===== src/include/rtchld_defs.svh =====
// Constants for the count-hold and half-minute adjust block.
// Assumes a 25 MHz system clock and APB register access.
`ifndef RTCHLD_DEFS_SVH
`define RTCHLD_DEFS_SVH
// ----------------------------------------------------------------
// Register byte offsets
// ----------------------------------------------------------------
`define RTCHLD_OFF_CTRL 12'h000
`define RTCHLD_OFF_STAT 12'h004
`define RTCHLD_OFF_IRQ_STAT 12'h008
`define RTCHLD_OFF_IRQ_MASK 12'h00C
`define RTCHLD_OFF_TIME_LO 12'h010
`define RTCHLD_OFF_TIME_HI 12'h014
`define RTCHLD_OFF_CMD 12'h018
// ----------------------------------------------------------------
// Field positions
// ----------------------------------------------------------------
`define RTCHLD_CTRL_HALT 2
`define RTCHLD_CTRL_FREEZE 3
`define RTCHLD_CTRL_BUSY_OUT 4
`define RTCHLD_CMD_ROUND 0
`define RTCHLD_IRQ_SEC 0
`define RTCHLD_IRQ_ADJ_DONE 1
`define RTCHLD_IRQ_BITS 2
// ----------------------------------------------------------------
// Timing
// ----------------------------------------------------------------
`define RTCHLD_CLK_HZ 25000000
`define RTCHLD_TICK_HZ 1
`define RTCHLD_DIV_COUNT (`RTCHLD_CLK_HZ / `RTCHLD_TICK_HZ)
`define RTCHLD_HALF_MINUTE_S 30
`endif


===== src/include/rtchld_pkg.sv =====
// Types for the count-hold and half-minute adjust block.
// Assumes rtchld_defs.svh is compiled alongside.
package rtchld_pkg;
	typedef struct packed {
		logic [3:0] yr10;
		logic [3:0] yr1;
		logic [3:0] mon10;
		logic [3:0] mon1;
		logic [3:0] day10;
		logic [3:0] day1;
		logic [3:0] hr10;
		logic [3:0] hr1;
		logic [3:0] min10;
		logic [3:0] min1;
		logic [3:0] sec10;
		logic [3:0] sec1;
	} rtchld_time_t;
	typedef struct packed {
		logic [11:0] paddr;
		logic psel;
		logic penable;
		logic pwrite;
		logic [31:0] pwdata;
	} rtchld_apb_req_t;
	typedef struct packed {
		logic [31:0] prdata;
		logic pready;
		logic pslverr;
	} rtchld_apb_rsp_t;
	typedef enum logic [2:0] {
		ST_IDLE = 3'b001,
		ST_CARRY = 3'b010,
		ST_DONE = 3'b100
	} rtchld_adj_state_t;
endpackage : rtchld_pkg


===== src/verilog/rtchld_digit.sv =====
// One BCD time digit with increment, carry out and load.
// Assumes the caller supplies the wrap limit for this digit.
`timescale 1ns/100ps
`include "rtchld_defs.svh"
module rtchld_digit (
	input wire logic clk, // System clock.
	input wire logic rst_n, // Synchronous reset, active low.
	input wire logic inc, // Increment this digit.
	input wire logic clr, // Force digit to its floor value.
	input wire logic load, // Load new value.
	input wire logic [3:0] load_val, // Value to load.
	input wire logic [3:0] limit, // Last value before wrap.
	input wire logic [3:0] floor_val, // Value after wrap.
	output logic [3:0] value, // Current digit.
	output logic carry // Increment would wrap.
);
	logic [3:0] value_reg;
	assign value = value_reg;
	assign carry = inc && (value_reg >= limit);
	always_ff @(posedge clk) begin
		if (!rst_n) begin
			value_reg <= 4'h0;
		end else if (load) begin
			value_reg <= load_val;
		end else if (clr) begin
			value_reg <= floor_val;
		end else if (inc) begin
			value_reg <= (value_reg >= limit) ? floor_val : value_reg + 4'h1;
		end
	end
endmodule : rtchld_digit


===== src/verilog/rtchld_top.sv =====
// Count-hold, half-minute rounding and busy logic of a calendar clock, with APB registers.
// Assumes a 25 MHz clock, a synchronous active-low reset and a well-behaved APB master.
//
// Function
// Rounding adjust carries through every digit
// Busy stays high until carry finishes
// Control bit three freezes counting for reads
// Freeze or halt blocks tick to counters
// Host halts counting while setting time
// Host freezes, checks busy, or reads twice
// Quick release loses no pending tick
// Divider runs on; held tick applied later
// Busy select drives both pulse pins only
`timescale 1ns/100ps
`include "rtchld_defs.svh"
module rtchld_top (
	input wire logic clk, // System clock, 25 MHz.
	input wire logic rst_n, // Synchronous reset, active low.
	input wire rtchld_pkg::rtchld_apb_req_t apb_req, // APB request.
	output rtchld_pkg::rtchld_apb_rsp_t apb_rsp, // APB answer.
	input wire logic alarm_src, // Alarm waveform from the alarm logic.
	input wire logic interval_src, // Interval waveform from the timer logic.
	output logic alarm_pulse_pin, // Timing pulse pin one.
	output logic interval_pulse_pin, // Timing pulse pin two.
	output logic busy, // Counting or carry in progress.
	output logic irq // Level interrupt.
);
	import rtchld_pkg::*;

	// ----------------------------------------------------------------
	// Registers and bus decode
	// ----------------------------------------------------------------
	localparam int NDIG = 12;
	logic [7:0] ctrl_reg;
	logic [`RTCHLD_IRQ_BITS-1:0] irq_stat_reg;
	logic [`RTCHLD_IRQ_BITS-1:0] irq_mask_reg;
	logic [31:0] prdata_reg;
	logic wr_acc;
	logic rd_acc;
	logic freeze;
	logic halt;
	logic hold;
	assign wr_acc = apb_req.psel && apb_req.penable && apb_req.pwrite;
	assign rd_acc = apb_req.psel && apb_req.penable && !apb_req.pwrite;
	assign freeze = ctrl_reg[`RTCHLD_CTRL_FREEZE];
	assign halt = ctrl_reg[`RTCHLD_CTRL_HALT];
	assign hold = freeze || halt;

	function automatic logic addr_is(input logic [11:0] a, input logic [11:0] off);
		addr_is = (a == off);
	endfunction : addr_is

	function automatic logic mapped(input logic [11:0] a);
		mapped = addr_is(a, `RTCHLD_OFF_CTRL) || addr_is(a, `RTCHLD_OFF_STAT) ||
			addr_is(a, `RTCHLD_OFF_IRQ_STAT) || addr_is(a, `RTCHLD_OFF_IRQ_MASK) ||
			addr_is(a, `RTCHLD_OFF_TIME_LO) || addr_is(a, `RTCHLD_OFF_TIME_HI) ||
			addr_is(a, `RTCHLD_OFF_CMD);
	endfunction : mapped

	// ----------------------------------------------------------------
	// Divider and held tick
	// ----------------------------------------------------------------
	logic [24:0] div_reg;
	logic sec_tick;
	logic tick_pending_reg;
	logic apply_tick;
	assign sec_tick = (div_reg == 25'(`RTCHLD_DIV_COUNT - 1));

	// The divider never stops, so a released hold keeps the second phase.
	always_ff @(posedge clk) begin
		if (!rst_n) begin
			div_reg <= 25'h0000000;
		end else if (sec_tick) begin
			div_reg <= 25'h0000000;
		end else begin
			div_reg <= div_reg + 25'h0000001;
		end
	end

	// A tick during a hold is kept and counted once the hold ends.
	// Setting the time leaves it pending, since neither the divider nor the held tick is reset by it.
	always_ff @(posedge clk) begin
		if (!rst_n) begin
			tick_pending_reg <= 1'b0;
		end else if (hold && sec_tick) begin
			tick_pending_reg <= 1'b1;
		end else if (apply_tick) begin
			tick_pending_reg <= 1'b0;
		end
	end

	// ----------------------------------------------------------------
	// Half-minute rounding state machine
	// ----------------------------------------------------------------
	rtchld_adj_state_t adj_state_reg;
	logic round_cmd;
	logic round_up;
	logic round_clr;
	logic adj_done;
	logic [3:0] sec10_v;
	assign round_cmd = wr_acc && addr_is(apb_req.paddr, `RTCHLD_OFF_CMD) && apb_req.pwdata[`RTCHLD_CMD_ROUND];

	always_ff @(posedge clk) begin
		if (!rst_n) begin
			adj_state_reg <= ST_IDLE;
		end else begin
			unique case (adj_state_reg)
				ST_IDLE: begin
					if (round_cmd) begin
						adj_state_reg <= ST_CARRY;
					end
				end
				ST_CARRY: begin
					adj_state_reg <= ST_DONE;
				end
				ST_DONE: begin
					adj_state_reg <= ST_IDLE;
				end
				default: begin
					adj_state_reg <= ST_IDLE;
				end
			endcase
		end
	end

	// Seconds at or above thirty round up to the next minute, which carries through all digits.
	assign round_clr = (adj_state_reg == ST_CARRY);
	assign round_up = round_clr && (sec10_v >= 4'h3);
	assign adj_done = (adj_state_reg == ST_DONE);
	assign apply_tick = !hold && !round_clr && (sec_tick || tick_pending_reg);

	// ----------------------------------------------------------------
	// Time digits
	// ----------------------------------------------------------------
	logic [NDIG-1:0] dig_inc;
	logic [NDIG-1:0] dig_carry;
	logic [NDIG-1:0] dig_load;
	logic [NDIG-1:0] dig_clr;
	logic [3:0] dig_val [NDIG];
	logic [3:0] dig_lim [NDIG];
	logic [3:0] dig_floor [NDIG];
	rtchld_time_t now;
	logic time_wr;
	assign time_wr = wr_acc && halt;
	assign sec10_v = dig_val[1];

	// Digit limits: sec1, sec10, min1, min10, hr1, hr10, day1, day10, mon1, mon10, yr1, yr10.
	always_comb begin
		for (int i = 0; i < NDIG; i++) begin
			dig_lim[i] = 4'h9;
			dig_floor[i] = 4'h0;
		end
		dig_lim[1] = 4'h5;
		dig_lim[3] = 4'h5;
		dig_lim[4] = (dig_val[5] == 4'h2) ? 4'h3 : 4'h9;
		dig_lim[5] = 4'h2;
		dig_lim[6] = (dig_val[7] == 4'h3) ? 4'h1 : 4'h9;
		dig_lim[7] = 4'h3;
		// A day-tens digit that wraps in this same step ends at zero, so day one must follow.
		dig_floor[6] = (dig_val[7] == 4'h0 || dig_carry[7]) ? 4'h1 : 4'h0;
		dig_lim[8] = (dig_val[9] == 4'h1) ? 4'h2 : 4'h9;
		dig_lim[9] = 4'h1;
		dig_floor[8] = (dig_val[9] == 4'h0 || dig_carry[9]) ? 4'h1 : 4'h0;
	end

	assign dig_inc[0] = apply_tick;
	assign dig_inc[2] = dig_carry[1] || round_up;
	assign dig_clr[0] = round_clr;
	assign dig_clr[1] = round_clr;

	genvar g;
	generate
		for (g = 0; g < NDIG; g++) begin : g_dig
			if (g != 0 && g != 2) begin : g_chain
				assign dig_inc[g] = dig_carry[g-1];
			end
			if (g > 1) begin : g_noclr
				assign dig_clr[g] = 1'b0;
			end
			assign dig_load[g] = time_wr &&
				addr_is(apb_req.paddr, (g < 8) ? `RTCHLD_OFF_TIME_LO : `RTCHLD_OFF_TIME_HI);
			rtchld_digit u_digit (
				.clk(clk),
				.rst_n(rst_n),
				.inc(dig_inc[g]),
				.clr(dig_clr[g]),
				.load(dig_load[g]),
				.load_val(apb_req.pwdata[(g % 8) * 4 +: 4]),
				.limit(dig_lim[g]),
				.floor_val(dig_floor[g]),
				.value(dig_val[g]),
				.carry(dig_carry[g])
			);
		end
	endgenerate

	always_comb begin
		now = {dig_val[11], dig_val[10], dig_val[9], dig_val[8], dig_val[7], dig_val[6],
			dig_val[5], dig_val[4], dig_val[3], dig_val[2], dig_val[1], dig_val[0]};
	end

	// Busy covers a counting step and the whole rounding ripple.
	assign busy = apply_tick || (adj_state_reg != ST_IDLE);

	// ----------------------------------------------------------------
	// Control, interrupt and read registers
	// ----------------------------------------------------------------
	always_ff @(posedge clk) begin
		if (!rst_n) begin
			ctrl_reg <= 8'h00;
		end else if (wr_acc && addr_is(apb_req.paddr, `RTCHLD_OFF_CTRL)) begin
			ctrl_reg <= apb_req.pwdata[7:0];
		end
	end

	always_ff @(posedge clk) begin
		if (!rst_n) begin
			irq_mask_reg <= 2'h0;
		end else if (wr_acc && addr_is(apb_req.paddr, `RTCHLD_OFF_IRQ_MASK)) begin
			irq_mask_reg <= apb_req.pwdata[`RTCHLD_IRQ_BITS-1:0];
		end
	end

	// Setting an event wins over a write-one clear in the same cycle.
	always_ff @(posedge clk) begin
		if (!rst_n) begin
			irq_stat_reg <= 2'h0;
		end else begin
			for (int i = 0; i < `RTCHLD_IRQ_BITS; i++) begin
				if ((i == `RTCHLD_IRQ_SEC && apply_tick) || (i == `RTCHLD_IRQ_ADJ_DONE && adj_done)) begin
					irq_stat_reg[i] <= 1'b1;
				end else if (wr_acc && addr_is(apb_req.paddr, `RTCHLD_OFF_IRQ_STAT) && apb_req.pwdata[i]) begin
					irq_stat_reg[i] <= 1'b0;
				end
			end
		end
	end

	assign irq = |(irq_stat_reg & irq_mask_reg);

	always_ff @(posedge clk) begin
		if (!rst_n) begin
			prdata_reg <= 32'h00000000;
		end else if (apb_req.psel && !apb_req.penable && !apb_req.pwrite) begin
			unique case (1'b1)
				addr_is(apb_req.paddr, `RTCHLD_OFF_CTRL): prdata_reg <= {24'h000000, ctrl_reg};
				addr_is(apb_req.paddr, `RTCHLD_OFF_STAT): prdata_reg <= {29'h0000000, tick_pending_reg, hold, busy};
				addr_is(apb_req.paddr, `RTCHLD_OFF_IRQ_STAT): prdata_reg <= {30'h0000000, irq_stat_reg};
				addr_is(apb_req.paddr, `RTCHLD_OFF_IRQ_MASK): prdata_reg <= {30'h0000000, irq_mask_reg};
				addr_is(apb_req.paddr, `RTCHLD_OFF_TIME_LO): prdata_reg <= now[31:0];
				addr_is(apb_req.paddr, `RTCHLD_OFF_TIME_HI): prdata_reg <= {16'h0000, now[47:32]};
				default: prdata_reg <= 32'h00000000;
			endcase
		end
	end

	assign apb_rsp.prdata = prdata_reg;
	assign apb_rsp.pready = 1'b1;
	assign apb_rsp.pslverr = apb_req.psel && apb_req.penable && !mapped(apb_req.paddr);

	// ----------------------------------------------------------------
	// Timing pulse pins
	// ----------------------------------------------------------------
	// Busy select overrides both pins and leaves the interval setting untouched.
	logic alarm_pin_reg;
	logic interval_pin_reg;
	always_ff @(posedge clk) begin
		if (!rst_n) begin
			alarm_pin_reg <= 1'b1;
			interval_pin_reg <= 1'b1;
		end else if (ctrl_reg[`RTCHLD_CTRL_BUSY_OUT]) begin
			alarm_pin_reg <= busy;
			interval_pin_reg <= busy;
		end else begin
			alarm_pin_reg <= alarm_src;
			interval_pin_reg <= interval_src;
		end
	end
	assign alarm_pulse_pin = alarm_pin_reg;
	assign interval_pulse_pin = interval_pin_reg;
endmodule : rtchld_top

===== config.mk =====
export PLATFORM = sky130hd
export DESIGN_NAME = rtchld_top
export DESIGN_NICKNAME = d
export VERILOG_FILES = /design/src/include/rtchld_pkg.sv /design/src/verilog/rtchld_digit.sv /design/src/verilog/rtchld_top.sv
export VERILOG_INCLUDE_DIRS = /design/src /design/src/include
export SDC_FILE = /design/constraint.sdc
export NUM_CORES = 1
export LEC_CHECK = 0
export ABC_AREA = 1
export BUFFER_PORTS_ARGS = -buffer_cell sky130_fd_sc_hd__buf_2
export CAP_MARGIN = 25
export CELL_PAD_IN_SITES_DETAIL_PLACEMENT = 1
export CELL_PAD_IN_SITES_GLOBAL_PLACEMENT = 2
export CORE_UTILIZATION = 34
export CTS_BUF_LIST = sky130_fd_sc_hd__clkbuf_4 sky130_fd_sc_hd__clkbuf_8
export CTS_CLUSTER_DIAMETER = 120
export DETAILED_ROUTE_END_ITERATION = 7
export PLACE_DENSITY = 0.9
export SLEW_MARGIN = 20
export SYNTH_ARGS = -nofsm -noshare
export SYNTH_HDL_FRONTEND = slang
export SYNTH_HIERARCHICAL = 1
export SYNTH_SLANG_ARGS = --single-unit

===== constraint.sdc =====
create_clock -name clk -period 4.6 [get_ports clk]
set_input_delay 0.23 -clock clk [delete_from_list [all_inputs] [get_ports clk]]
set_output_delay 0.23 -clock clk [all_outputs]
set_load 0.005 [all_outputs]

# Word-level counts from Yosys, hierarchy flattened
# Cells that the tools add are included.
# classes
add_sub_neg,13
reduce_logical,67
eq_ne,15
mux,54
order_cmp,13
bitwise_logic,2
# ops
op,n
32-bit case mux with 6 select lines,1
4-bit 2-to-1 mux,41
4-bit by 1-bit adder with 4-bit output (second input constant),12
12-bit by 5-bit equality test with 1-bit output (second input constant),3
1-bit logical AND,30
2-bit nonzero test,13
25-bit by 1-bit adder with 25-bit output (second input constant),1
25-bit equality test (second input constant),1
12-bit by 4-bit equality test with 1-bit output (second input constant),2
4-bit greater-or-equal comparator (second input constant),4
12-bit by 3-bit equality test with 1-bit output (second input constant),1
4-bit by 2-bit greater-or-equal comparator with 1-bit output (second input constant),3
4-bit greater-or-equal comparator,3
12-bit zero test,1
1-bit logical OR,12
1-bit 2-to-1 mux,10
4-bit by 2-bit equality test with 1-bit output (second input constant),2
4-bit by 3-bit greater-or-equal comparator with 1-bit output (second input constant),2
4-bit zero test,2
3-bit case mux with 2 select lines,1
3-bit nonzero test,2
1-bit zero test,5
4-bit by 1-bit equality test with 1-bit output (second input constant),1
4-bit by 1-bit greater-or-equal comparator with 1-bit output (second input constant),1
other kinds (9),10
# word_totals
inputBits,51
regBits,123

# Logic depth before layout (Yosys ltp)
# logic_depth
depth_word,20
ltp_mapped,36

# Modules after synthesis
# The synthesis kept the hierarchy.
# modules_own_cells
module,cells_each,area_per_inst_um2,instances
rtchld_digit,72,471.7,12
rtchld_top,531,3641.0,1

# Least setup slack after synthesis
# OpenSTA, ideal clock, no wires.
# synth_timing
path_type,input to register
start,input apb_req[46] (netlist name)
end,register g_dig[0].u_digit.value_reg[0]
t_required_ns,4.484
n_path_buf,0
slack_ns,1.019
setup_time_ns,0.116
t_arrival_ns,3.465
stages,10
path_cell_list,nor2_1 -> nand3_1 -> nor2_1 -> nand2_1 -> nor3_1 -> bufinv_8 -> nor2_1 -> nor2_1 -> nand2_1 -> a21oi_2
# synth_between
elab_chain_len,3
# synth_rtl
element,line_no,rtl
"start, declared",rtchld_top.sv:19,"input wire rtchld_pkg::rtchld_apb_req_t apb_req,"
12-bit by 5-bit equality test with 1-bit output (*),rtchld_top.sv:50,addr_is = (a == off);
1-bit logical AND (*),rtchld_top.sv:180,assign dig_load[g] = time_wr &&
net dig_load[0],rtchld_top.sv:137,logic [NDIG-1:0] dig_load;
3-bit nonzero test (no line) or 4-bit 2-to-1 mux (tied branches),n/a,
"end signal, assigned",rtchld_digit.sv:24,value_reg <= load_val;
"end signal, assigned",rtchld_digit.sv:26,value_reg <= floor_val;
"end signal, assigned",rtchld_digit.sv:28,value_reg <= (value_reg >= limit) ? floor_val : value_reg + 4'h1;
"end, declared",rtchld_digit.sv:17,logic [3:0] value_reg;
# The timed path passes the listed nets; every way through them passes the cells marked *.
# A chain may end at the register's enable or synchronous reset.

# Worst setup path after layout
# layout_timing
start,register div_reg[0]
end,register g_dig[11].u_digit.value_reg[1]
# layout_between
elab_chain_len,16
# layout_rtl
element,line_no,rtl
"start, declared",rtchld_top.sv:63,logic [24:0] div_reg;
"start signal, assigned",rtchld_top.sv:76,div_reg <= div_reg + 25'h0000001;
25-bit equality test,rtchld_top.sv:67,assign sec_tick = (div_reg == 25'(`RTCHLD_DIV_COUNT - 1));
1-bit logical OR,rtchld_top.sv:130,assign apply_tick = !hold && !round_clr && (sec_tick || tick_pending_reg);
1-bit logical AND,rtchld_top.sv:130,
net apply_tick,rtchld_top.sv:66,logic apply_tick;
1-bit logical AND,rtchld_digit.sv:19,assign carry = inc && (value_reg >= limit);
net dig_carry[0],rtchld_top.sv:136,logic [NDIG-1:0] dig_carry;
1-bit logical AND,rtchld_digit.sv:19,
net dig_carry[1],rtchld_top.sv:136,
[1 not listed],n/a,
net dig_inc[2],rtchld_top.sv:135,logic [NDIG-1:0] dig_inc;
[1 not listed],n/a,
net dig_carry[2],rtchld_top.sv:136,
[1 not listed],n/a,
net dig_carry[3],rtchld_top.sv:136,
[1 not listed],n/a,
net dig_carry[4],rtchld_top.sv:136,
[1 not listed],n/a,
net dig_carry[5],rtchld_top.sv:136,
[1 not listed],n/a,
net dig_carry[6],rtchld_top.sv:136,
[1 not listed],n/a,
net dig_carry[7],rtchld_top.sv:136,
1-bit logical AND,rtchld_digit.sv:19,
net dig_carry[8],rtchld_top.sv:136,
1-bit logical AND,rtchld_digit.sv:19,
net dig_carry[9],rtchld_top.sv:136,
1-bit logical AND,rtchld_digit.sv:19,
net dig_carry[10],rtchld_top.sv:136,
2-bit nonzero test (no line),n/a,
"end signal, assigned",rtchld_digit.sv:24,
"end signal, assigned",rtchld_digit.sv:26,
"end signal, assigned",rtchld_digit.sv:28,
"end, declared",rtchld_digit.sv:17,
# The timed path passes the listed nets, and every way through them passes these cells.

==> metrics.txt <==
status completed; largest net degree at the start of global routing 34; Total Wirelength 26.36 mm; row cnt 60; Initial Utilization 0.3457; Layout area overhead 19.19%; core box area 26,880 um^2; Slowest-stage cell, CP dfxtp_1; max incr delay on CP 340 ps; mapped cell area 9290 um^2; clock slew seen by the registers of the worst setup and hold paths 80 ps; Post-Synthesis Cells 1,392; Fmax 0.2812 GHz; Nets 1,707; initial DRC count 379; CP Capture Type register; initial antenna violation count 0; final std cells w/o fill 1,949; routed vias/inst 4.681; clock buffer count from CTS 17; clock sink count 123; final setup fails 0; Hold WS 58.97 ps; CP Launch Type register; Post-Route Setup TNS 0 ps; Tcrit/Tclk final 0.7732; leakage 5.400 nW; Worst slew margin 0.4412; TritonCTS clock tree done; Root Driver clkbuf_8; boundary pin count 89; die area 27,990 um^2; Setup Crit Path Kind reg -> reg; Final HPWL DP 20.65 mm; Setup WS post-layout 1043 ps; total track usage 0.1978; GRT overflow 0; DIE HEIGHT 167.3 um; Top cell by count, worst path nand2_1; max reg flops 48; CTS max path bufs 2; Fin Clk Skew 16.63 ps; worst slack, placed 999.5 ps; H-tree lvl count 4; Placed Instance Area 10,550 um^2; first-pass GRT wire length 44.97 mm; Fin. Hold Viols 0; Final ANT Viol Nets 0; final max-slew violation count 0; CP top delay family simple AND/OR/NAND/NOR gates; Clock Latency Late Sink 460 ps; Peak VDD IR 137.1 uV; IO Port Bufs 87; Vias 9,123; layout cells sized above 1 0.1505; Pwr Total 2.912 mW; power density over the cells 263.0 nW/um^2; post-layout minimum cycle time 3557 ps; die width 167.3 um; TritonRoute pass-1 iters 4; HP Class in -> reg; number of global-route vias before repair 9,229; fin area 11,070 um^2; WP buf/inv 14; wire per inst 13.52 um; RSZ-0062 raised after global routing false; final core utilization 0.4120; WP data required 4950 ps; worst slew pin tran 836.2 ps; placed instance count 1,915; CP max FO 7; Mean Syn Cell Area 6.674 um^2; max cap viols 0; gpl congestion 0.8337; Remaining DRCs 0; YS warnings 6; arrival time worst endpoint 3900 ps; ANT cells 0
## path summary, 6_finish.rpt
check | startpoint | to | slack [ps] | depth (start not counted)
worst max-delay path | div_reg[0]$_SDFF_PP0_ | g_dig[11].u_digit/value[1]$_SDFFE_PN0P_ | 1040 | 36
worst min-delay path | apb_req[25] | g_dig[6].u_digit/value[1]$_SDFFE_PN0P_ | 60 | 3
worst max register to register | div_reg[0]$_SDFF_PP0_ | g_dig[11].u_digit/value[1]$_SDFFE_PN0P_ | 1040 | 36
worst min register to register | ctrl_reg[6]$_SDFFE_PN0P_ | ctrl_reg[6]$_SDFFE_PN0P_ | 460 | 2
## report_power, final
group          switching, mW  total (mW)  internal, mW
sequential            0.0609        1.16          1.10
clock                  0.496        1.23         0.734
combinational          0.321       0.523         0.203
## layer usage
layer / vias to the layer above / part of all wire / GRT usage
met5: - / 0 / 0
met4: 0 / 0.011 / 0.04906
met3: 20 / 0.030 / 0.03049
met2: 96 / 0.48 / 0.3447
met1: 4239 / 0.48 / 0.2536
li1: 4768 / - / -
## final cells by class
class	instances	area, um^2
Multi-Input combinational cell	1078	5948
Clock inverter	13	237.7
Timing Repair Buffer	95	520.5
Clock buffer	19	261.5
Inverter	280	1216
Tap cell	341	426.7
Sequential cell	123	2462
Fill cell	3556	15800
## tightest hold or removal path, cell delays in order
cell and delay (ps):
buf_2 80, a21oi_1 50, a21oi_1 120
## cells in the final DEF (no fill, tap or decap), types with 6 or more instances in the layout
| cell | count |
|---|---|
| a21oi_4 | 12 |
| clkbuf_8 | 19 |
| nand4_1 | 39 |
| nor3_1 | 8 |
| inv_2 | 15 |
| o211ai_1 | 25 |
| xor2_1 | 17 |
| o21ai_0 | 52 |
| nand3_1 | 83 |
| dfxtp_1 | 123 |
| bufinv_8 | 12 |
| conb_1 | 109 |
| a21oi_2 | 12 |
| buf_2 | 87 |
| nand2_2 | 26 |
| inv_1 | 253 |
| nor2_1 | 102 |
| nor3_2 | 16 |
| nand4_4 | 13 |
| nand2_1 | 352 |
| ha_1 | 61 |
| bufinv_16 | 6 |
| a21oi_1 | 114 |
## timing repair
action                     CTS  global route
resized for setup            0             0
setup endpoints to repair    0             0
hold buffers                 2             0
hold endpoints to repair     2             0
setup buffers                0             0
Power figures use the tool's default switching activity.
